## src/logic/emb_params.svh

```systemverilog
// Offsets, field positions, reset values and counts of the emulated bus output block.
// Assumes inclusion by bare name from the block's design files.
//
// Summary of operation
// - Pull-ups of port_zero to port_five never drive, whatever the setting.
// - Pull-ups of port_six to port_ten bit 0 drive as configured.
// - Pull-up setting is fully writable and reads back for every group.
// - Hold request low puts bus pins in hold 2.5 bus cycles late.
// - With analog group zero/two chosen, port_ten gives no port or key input.
// - Analog group port_ten chosen imposes no extra restriction on port_ten.
// - Register area access drives address and data, strobes, ALE; chip select high.
// - Internal memory access drives address and ALE; data floats, strobes high.
// - External access drives all, chip select low, captures read data.
// - Program stopped drives address, select, ALE, read strobe; write high, data floats.
// - Stop mode holds address and select; data floats; strobes and ALE high.
// - Wait mode holds address and select; data floats; strobes and ALE high.
// - Target reset is accepted only while the user program runs.
`ifndef EMB_PARAMS_SVH
`define EMB_PARAMS_SVH

// ----------------------------------------------------------------------
// Register offsets
// ----------------------------------------------------------------------
`define EMB_OFS_PULLUP   8'h00
`define EMB_OFS_P10DIR   8'h04
`define EMB_OFS_ADSEL    8'h08
`define EMB_OFS_STATUS   8'h0c

// ----------------------------------------------------------------------
// Reset values and field positions
// ----------------------------------------------------------------------
`define EMB_PULLUP_RST   11'h000
`define EMB_P10DIR_RST   8'h00
`define EMB_ADSEL_RST    2'h3
`define EMB_ST_HOLD      0
`define EMB_ST_BLOCKED   1
`define EMB_ST_MISUSE    2
`define EMB_ST_RESETSEEN 3
`define EMB_ST_MODE      4
`define EMB_LOW_GROUPS   6

// ----------------------------------------------------------------------
// Timing counts
// ----------------------------------------------------------------------
`define EMB_HOLD_DELAY_HALF 5

`endif

```

## src/logic/emb_pkg.sv

```systemverilog
// Types of the emulated bus output block.
// Assumes emb_params.svh is included by the modules that need the numbers.
package emb_pkg;

   typedef enum logic [1:0] {
      MODE_RUN,
      MODE_STOPPED,
      MODE_STOP,
      MODE_WAIT
   } emb_mode_e;

   typedef enum logic [1:0] {
      AREA_REGS,
      AREA_INTERNAL,
      AREA_EXTERNAL
   } emb_area_e;

   // Register field encoding, so codes are fixed
   typedef enum logic [1:0] {
      ADSEL_PORT0  = 2'h0,
      ADSEL_PORT2  = 2'h1,
      ADSEL_PORT10 = 2'h2,
      ADSEL_NONE   = 2'h3
   } emb_adsel_e;

endpackage

```

## src/logic/emb_bus_out.sv

```systemverilog
// External bus and port outputs of the emulation pod, with AHB-Lite registers.
// Assumes core inputs and pins are synchronous to core_clk and one AHB-Lite master.
//
// The address map and register access over AHB-Lite were decided locally.
`timescale 1ns/100ps
`include "emb_params.svh"
module emb_bus_out #(
   parameter int ADDR_W = 20,
   parameter int DATA_W = 16
) (
   input  wire logic                  core_clk,
   input  wire logic                  reset,
   input  wire logic                  ce,
   // AHB-Lite slave
   input  wire logic                  hsel,
   input  wire logic [31:0]           haddr,
   input  wire logic [1:0]            htrans,
   input  wire logic                  hwrite,
   input  wire logic [2:0]            hsize,
   input  wire logic [31:0]           hwdata,
   input  wire logic                  hready,
   output logic                       hreadyout,
   output logic                       hresp,
   output logic [31:0]                hrdata,
   // Emulated core side
   input  wire emb_pkg::emb_mode_e    coreMode,
   input  wire logic                  accValid,
   input  wire emb_pkg::emb_area_e    accArea,
   input  wire logic                  accWrite,
   input  wire logic [ADDR_W-1:0]     accAddr,
   input  wire logic                  accByteHigh_n,
   input  wire logic [DATA_W-1:0]     accWdata,
   input  wire logic                  strobePhase,
   input  wire logic                  alePhase,
   input  wire logic                  busHalfTick,
   output logic [DATA_W-1:0]          readData,
   output logic                       readDataValid,
   output logic                       coreResetReq,
   // Target side bus
   output logic [ADDR_W-1:0]          addrOut,
   output logic                       byteHighEnable_n,
   output logic [DATA_W-1:0]          dataOut,
   output logic                       dataOe_n,
   input  wire logic [DATA_W-1:0]     dataIn,
   output logic                       readStrobe_n,
   output logic                       writeStrobe_n,
   output logic                       chipSelect_n,
   output logic                       addrLatchStrobe,
   output logic                       busOe_n,
   input  wire logic                  busHoldRequest_n,
   input  wire logic                  targetReset_n,
   // Ports
   output logic [10:0]                pullupDrive,
   output logic [7:0]                 port10Dir,
   input  wire logic [7:0]            port10Pins,
   output logic [7:0]                 port10PortData,
   output logic [7:0]                 port10KeyLevel
);

   // ----------------------------------------------------------------------
   // AHB-Lite address phase
   // ----------------------------------------------------------------------
   logic                  wrPend_reg;
   logic [7:0]            phAddr_reg;
   logic [10:0]           pullupCfg_reg;
   logic [7:0]            p10Dir_reg;
   emb_pkg::emb_adsel_e   adSel_reg;
   logic                  resetSeen_reg;
   logic                  holdActive;
   logic                  port10Blocked;
   logic                  misuse;

   always_ff @(posedge core_clk) begin
      if (reset) begin
         wrPend_reg <= 1'b0;
         phAddr_reg <= 8'h00;
      end else if (ce && hready) begin
         wrPend_reg <= hsel && htrans[1] && hwrite && hsize == 3'h2;
         phAddr_reg <= haddr[7:0];
      end
   end

   assign hreadyout = ce;
   assign hresp     = 1'b0;

   // ----------------------------------------------------------------------
   // Register writes
   // ----------------------------------------------------------------------
   always_ff @(posedge core_clk) begin
      if (reset) begin
         pullupCfg_reg <= `EMB_PULLUP_RST;
      end else if (ce && wrPend_reg && phAddr_reg == `EMB_OFS_PULLUP) begin
         pullupCfg_reg <= hwdata[10:0];
      end
   end

   always_ff @(posedge core_clk) begin
      if (reset) begin
         p10Dir_reg <= `EMB_P10DIR_RST;
      end else if (ce && wrPend_reg && phAddr_reg == `EMB_OFS_P10DIR) begin
         p10Dir_reg <= hwdata[7:0];
      end
   end

   always_ff @(posedge core_clk) begin
      if (reset) begin
         adSel_reg <= emb_pkg::emb_adsel_e'(`EMB_ADSEL_RST);
      end else if (ce && wrPend_reg && phAddr_reg == `EMB_OFS_ADSEL) begin
         adSel_reg <= emb_pkg::emb_adsel_e'(hwdata[1:0]);
      end
   end

   // ----------------------------------------------------------------------
   // Register reads
   // ----------------------------------------------------------------------
   always_comb begin
      hrdata = 32'h0000_0000;
      unique case (phAddr_reg)
         `EMB_OFS_PULLUP: hrdata = {21'h000000, pullupCfg_reg};
         `EMB_OFS_P10DIR: hrdata = {24'h000000, p10Dir_reg};
         `EMB_OFS_ADSEL:  hrdata = {30'h00000000, adSel_reg};
         `EMB_OFS_STATUS: begin
            hrdata[`EMB_ST_HOLD]      = holdActive;
            hrdata[`EMB_ST_BLOCKED]   = port10Blocked;
            hrdata[`EMB_ST_MISUSE]    = misuse;
            hrdata[`EMB_ST_RESETSEEN] = resetSeen_reg;
            hrdata[`EMB_ST_MODE+1:`EMB_ST_MODE] = coreMode;
         end
         default: hrdata = 32'h0000_0000;
      endcase
   end

   // ----------------------------------------------------------------------
   // Pull-ups, port_ten and analog group
   // ----------------------------------------------------------------------
   for (genvar g = 0; g < 11; g++) begin : g_pullup
      if (g < `EMB_LOW_GROUPS) begin : g_off
         assign pullupDrive[g] = 1'b0;
      end else begin : g_on
         assign pullupDrive[g] = pullupCfg_reg[g];
      end
   end

   // Direction and pull-up settings pass unchanged for every analog choice
   assign port10Dir = p10Dir_reg;
   assign port10Blocked = adSel_reg == emb_pkg::ADSEL_PORT0 ||
                          adSel_reg == emb_pkg::ADSEL_PORT2;
   // Flags software that skipped the port_ten setup before group zero/two
   assign misuse = port10Blocked && (p10Dir_reg != 8'h00 || pullupCfg_reg[10]);

   always_ff @(posedge core_clk) begin
      if (reset) begin
         port10PortData <= 8'h00;
         port10KeyLevel <= 8'hff;
      end else if (ce) begin
         port10PortData <= port10Blocked ? 8'h00 : port10Pins;
         port10KeyLevel <= port10Blocked ? 8'hff : port10Pins;
      end
   end

   // ----------------------------------------------------------------------
   // Target reset gate
   // ----------------------------------------------------------------------
   always_ff @(posedge core_clk) begin
      if (reset) begin
         coreResetReq <= 1'b0;
      end else if (ce) begin
         coreResetReq <= !targetReset_n && coreMode == emb_pkg::MODE_RUN;
      end
   end

   always_ff @(posedge core_clk) begin
      if (reset) begin
         resetSeen_reg <= 1'b0;
      end else if (ce && !targetReset_n && coreMode == emb_pkg::MODE_RUN) begin
         resetSeen_reg <= 1'b1;
      end
   end

   // ----------------------------------------------------------------------
   // Bus hold
   // ----------------------------------------------------------------------
   emb_hold_delay #(
      .CNT_W (3)
   ) u_hold (
      .core_clk   (core_clk),
      .reset      (reset),
      .ce         (ce),
      .halfTick   (busHalfTick),
      .holdReq_n  (busHoldRequest_n),
      .holdActive (holdActive)
   );

   assign busOe_n = holdActive;

   // ----------------------------------------------------------------------
   // Bus output next state
   // ----------------------------------------------------------------------
   logic [ADDR_W-1:0] addr_next;
   logic              bhe_next;
   logic [DATA_W-1:0] wdata_next;
   logic              dOe_next;
   logic              rd_next;
   logic              wr_next;
   logic              cs_next;
   logic              ale_next;
   logic              rdLow;
   logic              wrLow;

   assign rdLow = accValid && strobePhase && !accWrite;
   assign wrLow = accValid && strobePhase && accWrite;

   always_comb begin
      addr_next  = addrOut;
      bhe_next   = byteHighEnable_n;
      wdata_next = dataOut;
      dOe_next   = 1'b1;
      rd_next    = 1'b1;
      wr_next    = 1'b1;
      cs_next    = 1'b1;
      ale_next   = 1'b0;
      unique case (coreMode)
         emb_pkg::MODE_RUN: begin
            if (accValid) begin
               addr_next = accAddr;
               bhe_next  = accByteHigh_n;
               ale_next  = alePhase;
               unique case (accArea)
                  emb_pkg::AREA_REGS: begin
                     rd_next    = !rdLow;
                     wr_next    = !wrLow;
                     dOe_next   = !accWrite;
                     wdata_next = accWdata;
                  end
                  emb_pkg::AREA_INTERNAL: begin
                     dOe_next = 1'b1;
                  end
                  emb_pkg::AREA_EXTERNAL: begin
                     cs_next    = 1'b0;
                     rd_next    = !rdLow;
                     wr_next    = !wrLow;
                     dOe_next   = !accWrite;
                     wdata_next = accWdata;
                  end
                  default: ;
               endcase
            end
         end
         emb_pkg::MODE_STOPPED: begin
            if (accValid) begin
               addr_next = accAddr;
               bhe_next  = accByteHigh_n;
               ale_next  = alePhase;
               cs_next   = accArea != emb_pkg::AREA_EXTERNAL;
               rd_next   = !rdLow;
            end
         end
         emb_pkg::MODE_STOP, emb_pkg::MODE_WAIT: begin
            cs_next  = chipSelect_n;
            ale_next = 1'b1;
         end
      endcase
   end

   // ----------------------------------------------------------------------
   // Bus output flops
   // ----------------------------------------------------------------------
   always_ff @(posedge core_clk) begin
      if (reset) begin
         addrOut          <= '0;
         byteHighEnable_n <= 1'b1;
         chipSelect_n     <= 1'b1;
         dataOut          <= '0;
      end else if (ce) begin
         addrOut          <= addr_next;
         byteHighEnable_n <= bhe_next;
         chipSelect_n     <= cs_next;
         dataOut          <= wdata_next;
      end
   end

   always_ff @(posedge core_clk) begin
      if (reset) begin
         dataOe_n        <= 1'b1;
         readStrobe_n    <= 1'b1;
         writeStrobe_n   <= 1'b1;
         addrLatchStrobe <= 1'b0;
      end else if (ce) begin
         dataOe_n        <= dOe_next;
         readStrobe_n    <= rd_next;
         writeStrobe_n   <= wr_next;
         addrLatchStrobe <= ale_next;
      end
   end

   // ----------------------------------------------------------------------
   // External read capture
   // ----------------------------------------------------------------------
   logic extRead_reg;

   always_ff @(posedge core_clk) begin
      if (reset) begin
         extRead_reg <= 1'b0;
      end else if (ce) begin
         extRead_reg <= coreMode == emb_pkg::MODE_RUN && rdLow &&
                        accArea == emb_pkg::AREA_EXTERNAL;
      end
   end

   always_ff @(posedge core_clk) begin
      if (reset) begin
         readData      <= '0;
         readDataValid <= 1'b0;
      end else if (ce) begin
         readDataValid <= extRead_reg && !readStrobe_n == 1'b1;
         if (extRead_reg && !readStrobe_n) begin
            readData <= dataIn;
         end
      end
   end

   // ----------------------------------------------------------------------
   // Checks
   // ----------------------------------------------------------------------
   a_pullup_low_off: assert property (@(posedge core_clk) disable iff (reset)
      pullupDrive[5:0] == 6'h00)
      else $error("low group pull-up driven");

   a_pullup_high_cfg: assert property (@(posedge core_clk) disable iff (reset)
      pullupDrive[10:6] == pullupCfg_reg[10:6])
      else $error("high group pull-up differs from setting");

   a_pullup_readback: assert property (@(posedge core_clk) disable iff (reset)
      (ce && wrPend_reg && phAddr_reg == `EMB_OFS_PULLUP) |=>
         pullupCfg_reg == $past(hwdata[10:0]))
      else $error("pull-up setting did not store written value");

   a_p10_blocked: assert property (@(posedge core_clk) disable iff (reset)
      (ce && port10Blocked) |=> port10PortData == 8'h00 && port10KeyLevel == 8'hff)
      else $error("port_ten input visible while analog group blocks it");

   a_regs_access: assert property (@(posedge core_clk) disable iff (reset)
      (ce && coreMode == emb_pkg::MODE_RUN && accValid && accArea == emb_pkg::AREA_REGS)
         |=> chipSelect_n && addrOut == $past(accAddr) && addrLatchStrobe == $past(alePhase))
      else $error("register area access outputs wrong");

   a_int_quiet: assert property (@(posedge core_clk) disable iff (reset)
      (ce && coreMode == emb_pkg::MODE_RUN && accValid && accArea == emb_pkg::AREA_INTERNAL)
         |=> readStrobe_n && writeStrobe_n && chipSelect_n && dataOe_n)
      else $error("internal access drove strobes or data");

   a_ext_drive: assert property (@(posedge core_clk) disable iff (reset)
      (ce && coreMode == emb_pkg::MODE_RUN && accValid && accArea == emb_pkg::AREA_EXTERNAL)
         |=> !chipSelect_n && addrOut == $past(accAddr) && dataOe_n == $past(!accWrite))
      else $error("external access outputs wrong");

   a_stopped_nowr: assert property (@(posedge core_clk) disable iff (reset)
      (ce && coreMode == emb_pkg::MODE_STOPPED) |=> writeStrobe_n && dataOe_n)
      else $error("write strobe or data driven while stopped");

   a_stop_hold: assert property (@(posedge core_clk) disable iff (reset)
      (ce && coreMode == emb_pkg::MODE_STOP) |=> $stable(addrOut) && $stable(chipSelect_n)
         && readStrobe_n && writeStrobe_n && addrLatchStrobe && dataOe_n)
      else $error("stop mode outputs not held");

   a_wait_hold: assert property (@(posedge core_clk) disable iff (reset)
      (ce && coreMode == emb_pkg::MODE_WAIT) [*2] |=> $stable(byteHighEnable_n)
         && $stable(addrOut) && readStrobe_n && addrLatchStrobe)
      else $error("wait mode outputs not held");

   a_reset_gate: assert property (@(posedge core_clk) disable iff (reset)
      $rose(coreResetReq) |-> $past(coreMode) == emb_pkg::MODE_RUN && !$past(targetReset_n))
      else $error("target reset accepted outside run");

endmodule

```

## src/logic/emb_hold_delay.sv

```systemverilog
// Delayed entry into bus hold, counted in bus half cycles.
// Assumes halfTick pulses once per half cycle of the emulated bus clock.
`timescale 1ns/100ps
`include "emb_params.svh"
module emb_hold_delay #(
   parameter int CNT_W = 3
) (
   input  wire logic core_clk,
   input  wire logic reset,
   input  wire logic ce,
   input  wire logic halfTick,
   input  wire logic holdReq_n,
   output logic      holdActive
);

   localparam logic [CNT_W-1:0] DELAY = CNT_W'(`EMB_HOLD_DELAY_HALF);

   logic [CNT_W-1:0] halfCnt_reg;
   logic             holdActive_reg;

   // ----------------------------------------------------------------------
   // Half cycle counter
   // ----------------------------------------------------------------------
   always_ff @(posedge core_clk) begin
      if (reset) begin
         halfCnt_reg <= '0;
      end else if (ce) begin
         if (holdReq_n) begin
            halfCnt_reg <= '0;
         end else if (halfTick && !holdActive_reg) begin
            halfCnt_reg <= halfCnt_reg + CNT_W'(1);
         end
      end
   end

   always_ff @(posedge core_clk) begin
      if (reset) begin
         holdActive_reg <= 1'b0;
      end else if (ce) begin
         if (holdReq_n) begin
            holdActive_reg <= 1'b0;
         end else if (halfTick && halfCnt_reg == DELAY - CNT_W'(1)) begin
            holdActive_reg <= 1'b1;
         end
      end
   end

   assign holdActive = holdActive_reg;

   a_hold_entry: assert property (@(posedge core_clk) disable iff (reset)
      (ce && halfTick && !holdReq_n && halfCnt_reg == DELAY - CNT_W'(1)) |=> holdActive)
      else $error("hold not entered after delay");

   a_hold_early: assert property (@(posedge core_clk) disable iff (reset)
      $rose(holdActive) |-> $past(halfCnt_reg) == DELAY - CNT_W'(1))
      else $error("hold entered before delay elapsed");

endmodule

```

## config.mk

```make
export PLATFORM = sky130hd
export DESIGN_NAME = emb_bus_out
export DESIGN_NICKNAME = d
export VERILOG_FILES = /design/src/logic/emb_pkg.sv /design/src/logic/emb_bus_out.sv /design/src/logic/emb_hold_delay.sv
export VERILOG_INCLUDE_DIRS = /design/src /design/src/logic
export SDC_FILE = /design/constraint.sdc
export NUM_CORES = 1
export LEC_CHECK = 0
export BUFFER_PORTS_ARGS = -buffer_cell sky130_fd_sc_hd__buf_2
export CAP_MARGIN = 5
export CORE_MARGIN = 1.5
export CORE_UTILIZATION = 25
export CTS_BUF_LIST = sky130_fd_sc_hd__clkbuf_8
export CTS_CLUSTER_DIAMETER = 30
export CTS_CLUSTER_SIZE = 10
export DETAILED_ROUTE_END_ITERATION = 8
export MAX_ROUTING_LAYER = met4
export PLACE_DENSITY_LB_ADDON = 0.25
export SLEW_MARGIN = 25
export SYNTH_ARGS = -nofsm -noshare
export SYNTH_HDL_FRONTEND = slang
export SYNTH_SLANG_ARGS = --single-unit
```

## constraint.sdc

```tcl
create_clock -name core_clk -period 1.7 [get_ports core_clk]
set_input_delay 0.34 -clock core_clk [delete_from_list [all_inputs] [get_ports core_clk]]
set_output_delay 0.34 -clock core_clk [all_outputs]
set_load 0.01 [all_outputs]
```

* Yosys cells after proc, flatten, opt, wreduce, memory -nomap -nowiden
Cells that the tools add are included.
** Cells by class
- Bitwise operators :: 1
- Mux-type cells :: 24
- Add/sub/neg operators :: 1
- Reduce and logical (&&, ||, !) cells :: 44
- Equal/unequal tests :: 11
** Operator list (count)
- 6-bit one-hot mux with 4 select lines :: 1
- 1-bit logical AND :: 20
- 8-bit by 4-bit equality test with 1-bit output, second input constant :: 2
- 8-bit 2-to-1 mux :: 2
- 1-bit 2-to-1 mux :: 15
- 5-bit one-hot mux with 2 select lines :: 1
- 8-bit by 3-bit equality test with 1-bit output, second input constant :: 1
- 8-bit zero test :: 1
- 2-bit AND reduction :: 4
- 8-bit nonzero test :: 1
- 2-bit equality test, second input constant :: 3
- 1-bit zero test :: 6
- 2-bit zero test :: 3
- 3-bit 2-to-1 mux :: 2
- 1-bit one-hot mux with 2 select lines :: 3
- 2-bit OR reduction :: 3
- 2-bit by 1-bit equality test with 1-bit output, second input constant :: 2
- 4-bit AND reduction :: 1
- 2-bit nonzero test :: 2
- 3-bit by 1-bit adder with 3-bit output, second input constant :: 1
- 3-bit by 2-bit equality test with 1-bit output, second input constant :: 1
- 3-bit equality test, second input constant :: 1
- 3-bit AND reduction :: 1
- 1-bit logical OR :: 2
- other kinds (2) :: 2
** Word-level totals
- Output and inout bits :: 130
- Logic and storage cells :: 103
- Input bits :: 147
- Register bits after elaboration :: 112

* Longest topological paths before layout
- Depth after elaboration :: 6
- Depth in mapped cells :: 7
- Gate-level depth less buffers :: 4

* Modules after synthesis
From an unflattened synthesis, not the netlist that was laid out.
** Second synthesis, totals
- Cell total of the unflattened synthesis :: 566
- Area, all modules :: 4825.9 sq um
** By module, submodules not included
- emb_bus_out :: cells an instance 543, times used 1, area an instance 4604.4 sq um, seq. area each 2162.1 sq um
- emb_hold_delay :: cells an instance 23, times used 1, area an instance 221.5 sq um, seq. area each 80.1 sq um

* Least setup slack after synthesis
OpenSTA, ideal clock, no wires.
- Kind :: register -> output
- From :: register phAddr_reg[4]
- To :: output hrdata[1]
- Arrival time :: 1251 ps
- Data required time :: 1360 ps
- Buffers on the path :: 0
- Cell stages (with the launch flop) :: 4
- Slack :: 109 ps
- Path through :: dfxtp_1 -> nor4_4 -> nand2_1 -> a211oi_1
** Between the ends
- Longest elaborated chain between the ends :: 2
- Elaborated cells between the ends (all ways) :: 5
- Those cells by class :: eq/ne (3); mux (1); reduce/logical (1)
** Ends and longest elaborated chain
- start: declaration :: line emb_bus_out.sv:64 : logic [7:0] phAddr_reg;
- start signal: assignment :: line emb_bus_out.sv:79 : phAddr_reg <= haddr[7:0];
- 8-bit by 4-bit equality test with 1-bit output (tied with other cells) :: line emb_bus_out.sv:118 : unique case (phAddr_reg)
- 6-bit one-hot mux with 4 select lines (*) :: line emb_bus_out.sv:118
- end: declaration :: line emb_bus_out.sv:24 : output logic [31:0] hrdata,
Every way passes the cells marked *; elsewhere a longest branch is shown, timed or not.

* Worst setup path after layout
- From :: register phAddr_reg[4]
- To :: output hrdata[10]
** Between the ends
- Longest elaborated chain between the ends :: 2
- Elaborated cells between the ends (all ways) :: 3
- Those cells by class :: eq/ne (1); mux (1); reduce/logical (1)
** Ends and longest elaborated chain (line)
- 8-bit by 3-bit equality test with 1-bit output / 8-bit zero test (equally long branches) :: emb_bus_out.sv:118
- 5-bit one-hot mux with 2 select lines (*) :: emb_bus_out.sv:118
Marks and branches as above.

==> flow_metrics.env <==
export IMPL_numCtsBuffers=9
export IMPL_hold_buffers=0
export IMPL_largestRegisters="addrOut x20, dataOut x16, readData x16"
export IMPL_synth_area_leader_cell="dfxtp_1"
export IMPL_finClkSkew_ps=14.0
export IMPL_violations="setup timing"
export IMPL_fmax_ghz=0.500
export IMPL_period_needed_ps=2000
export IMPL_crit_arrival_ps=1660
export IMPL_gp_congestion=0.773
export IMPL_synth_cells=545
export IMPL_final_antenna_net_count=0
export IMPL_slew_violations=0
export IMPL_cp_endpoint="hrdata[10]"
export IMPL_status="complete, but fails checks"
export IMPL_pwr_density_cell_nw_per_um2=796
export IMPL_drt_drc_violations_left=0
export IMPL_synth_flop_cell="dfxtp_1"
export IMPL_critPathLaunchType="flop"
export IMPL_finalNetCount=901
export IMPL_routedWlPerCell_um=13.3
export IMPL_fin_cells=987
export IMPL_worst_slack_ps=-300
export IMPL_drv_cap=0
export IMPL_cts_tree="done"
export IMPL_first_iter_violations=174
export IMPL_critPathKind="flop to primary output"
export IMPL_switching_power_w=0.00132
export IMPL_die_area_um2=19100
export IMPL_async_flop_share=0
export IMPL_comb_power_share=0.113
export IMPL_final_util=0.348
export IMPL_clock_latency_ps=390
export IMPL_p_leak_nw=2.91
export IMPL_max_slew_margin=0.645
export IMPL_startpoint="phAddr_reg[4]$_SDFFE_PP0P_"
export IMPL_synth_top_cell_area_share=0.490
export IMPL_synth_top_cells_by_area="dfxtp_1, nand2_1, a21oi_1"
export IMPL_synth_cell_area_um2=4580
export IMPL_hpwlAfterDp_um=9400
export IMPL_ios=277
export IMPL_pwr_share_clk=0.341
export IMPL_fillers=1944
export IMPL_ir_drop_uv=341
export IMPL_ys_ff_latch=112
export IMPL_clk_pin_slew_ps=110
export IMPL_power_total_w=0.00497
export IMPL_ys_warnings_count=0
export IMPL_routed_via_count=4317
export IMPL_swShare=0.266
export IMPL_final_hold_viol_count=0
export IMPL_antenna_found_initial=1
export IMPL_required_ps=1360
export IMPL_cts_sinks=112
export IMPL_clk_path_buf_depth=2
export IMPL_start_util=0.255
export IMPL_worstMarginPinSlew_ps=533
export IMPL_p_int_w=0.00365
export IMPL_hp_class="input port to flop"
export IMPL_port_buffers=202
export IMPL_drive_above_1_share=0.371
export IMPL_pre_cts_ws_ps=79.8
export IMPL_largest_register="addrOut"
export IMPL_largest_reg_flops=20
export IMPL_placementRows=49
export IMPL_grt_pass1_wl_um=20700
export IMPL_timing_rr_start="phAddr_reg[4]$_SDFFE_PP0P_"
export IMPL_cp_end_kind="primary output"
export IMPL_drt_wl_total_um=13200
export IMPL_vias_per_cell=4.37
export IMPL_htree_num_levels=3
export IMPL_firstDrtPassIters=4
export IMPL_fp_dieH_um=138
export IMPL_min_period_over_period=1.18
export IMPL_reg2reg_to="pullupCfg_reg[2]$_SDFFE_PP0P_"
export IMPL_cts_root_buf="clkbuf_8"
export IMPL_ys_seq_area_frac=0.490
export IMPL_die_w_um=138
export IMPL_grt_pass1_vias=3982
export IMPL_synth_edf_count=0
export IMPL_seq_area_um2=2250
export IMPL_path_max_fanout=7
export IMPL_grt_overflow=0
export IMPL_finalSetupViolations=11
export IMPL_rsz0062_at_grt="yes"
export IMPL_syn_area_per_cell_um2=8.40
export IMPL_area_growth_syn_to_layout_pct=36.5
export IMPL_sequentialPowerShare=0.545
export IMPL_r2r_cells=6
export IMPL_dp_cells=963
export IMPL_fp_coreArea_um2=18000
export IMPL_multi_input_area_um2=2110
export IMPL_grt_usage=0.138
export IMPL_r2r_slack_ps=70
export IMPL_grt_max_degree=45
export IMPL_synthDistinctLibCells=43
==> how the worst min path moves through the flow <==
| stage | start | to | slack (ps) | depth (start not counted) |
|---|---|---|---|---|
| 2_1_floorplan | resetSeen_reg$_SDFFE_PP0P_ | resetSeen_reg$_SDFFE_PP0P_ | 430 | 2 |
| 3_3_place_gp | dataOut[13]$_SDFFE_PP0P_ | dataOut[13]$_SDFFE_PP0P_ | 440 | 2 |
| 3_5_place_dp | addrOut[12]$_SDFFE_PP0P_ | addrOut[12]$_SDFFE_PP0P_ | 440 | 2 |
| 4_1_cts | busHoldRequest_n | u_hold.holdActive$_SDFFE_PP0P_ | 140 | 2 |
| 5_1_grt | accWdata[11] | dataOut[11]$_SDFFE_PP0P_ | 140 | 3 |
| 6_report | accAddr[9] | addrOut[9]$_SDFFE_PP0P_ | 170 | 3 |
==> cell families (layout without fill, tap and decap cells) <==
| family | after synthesis | after routing | share of synthesized area |
|---|---|---|---|
| AOI/OAI and AO/OA | 105 | 105 | 0.128 |
| adders and majority gates | 2 | 2 | 0.00547 |
| buffers and inverters | 72 | 257 | 0.0905 |
| DFF | 112 | 112 | 0.490 |
| muxes | 26 | 26 | 0.0604 |
| other | 1 | 29 | 0.000819 |
| and+or+nand+nor | 227 | 227 | 0.225 |
==> critical path, cell delays in order (launching register included) <==
cell and delay, ps:
dfxtp_2 350, nor4_4 380, buf_4 220, and4_4 230, buf_6 100
==> through the flow <==
step	instance area, µm²	hold WS [ps]	TNS, ps
after detailed placement	5850	444	0
after global routing	6250	143	-4000
after global placement	5850	440	0
after CTS	6090	140	-3060
final	6250	174	-2750
after floorplan	4680	431	0
==> metal layers <==
layer  GRT usage  routed length [µm]  up-vias
met5           -                   0        -
met1       0.180                6280     1977
met2       0.212                6040      149
li1            -                   -     2177
met4      0.0482                 180        0
met3      0.0294                 679       14
==> power by group through the flow <==
stage / logic [W] / registers [W] / clock network [W]
2_1_floorplan: 0.000277 / 0.00279 / 0
3_3_place_gp: 0.000532 / 0.00277 / 0
3_5_place_dp: 0.000532 / 0.00277 / 0
4_1_cts: 0.000540 / 0.00271 / 0.00179
5_1_grt: 0.000623 / 0.00272 / 0.00189
6_report: 0.000564 / 0.00271 / 0.00170
==> timing repair <==
action                                  4_1_cts  5_1_grt
setup buffers                                 0        7
gates resized for setup                      12       25
endpoints found under the setup margin       11       11
pin swaps                                     2        8
==> cells in the final DEF, fill, tap and decap left out, types with 3 or more instances in the layout <==
| master | Yosys | routed |
|---|---|---|
| a22oi_1 | 11 | 9 |
| mux2i_1 | 22 | 22 |
| dfxtp_1 | 112 | 107 |
| o21ai_0 | 5 | 5 |
| inv_1 | 6 | 6 |
| nand2_1 | 126 | 125 |
| clkbuf_8 | 0 | 10 |
| nand4b_1 | 4 | 4 |
| nor2b_1 | 4 | 4 |
| conb_1 | 1 | 28 |
| buf_2 | 7 | 195 |
| buf_4 | 34 | 27 |
| a21oi_1 | 72 | 72 |
| o22ai_1 | 8 | 8 |
| nand2b_1 | 10 | 10 |
| nor2_4 | 0 | 3 |
| nand3_1 | 10 | 10 |
| buf_6 | 1 | 7 |
| nor3_1 | 5 | 3 |
| nor2_1 | 48 | 43 |
| buf_12 | 0 | 6 |
| dfxtp_2 | 0 | 4 |
| a211oi_1 | 4 | 3 |
==> area by class of cell <==
class                      count  share of cell area
antenna                        1            0.000400
inverter                       6             0.00360
multi-input combinational    388               0.337
timing repair buffer         235               0.220
sequential                   112               0.360
tap                          229              0.0459
clock inverter                 6              0.0104
clock buffer                  10              0.0220
==> synth_stat cells, types with 2 or more instances <==
cell type  instances
buf_1              2
a21oi_1           72
dfxtp_1          112
buf_4             34
mux2i_1           22
o21ai_0            5
nand2_1          126
and4_2             3
nand4b_1           4
nand3b_1           2
ha_1               2
a211oi_1           4
nand3_1           10
nand4_1            2
nor2b_1            4
buf_2              7
and2_1             2
mux2_2             3
nor2_1            48
clkbuf_1          22
o22ai_1            8
a22oi_1           11
inv_1              6
nor3b_1            2
nand2b_1          10
nor3_1             5
(Power assumes the default switching activity.)
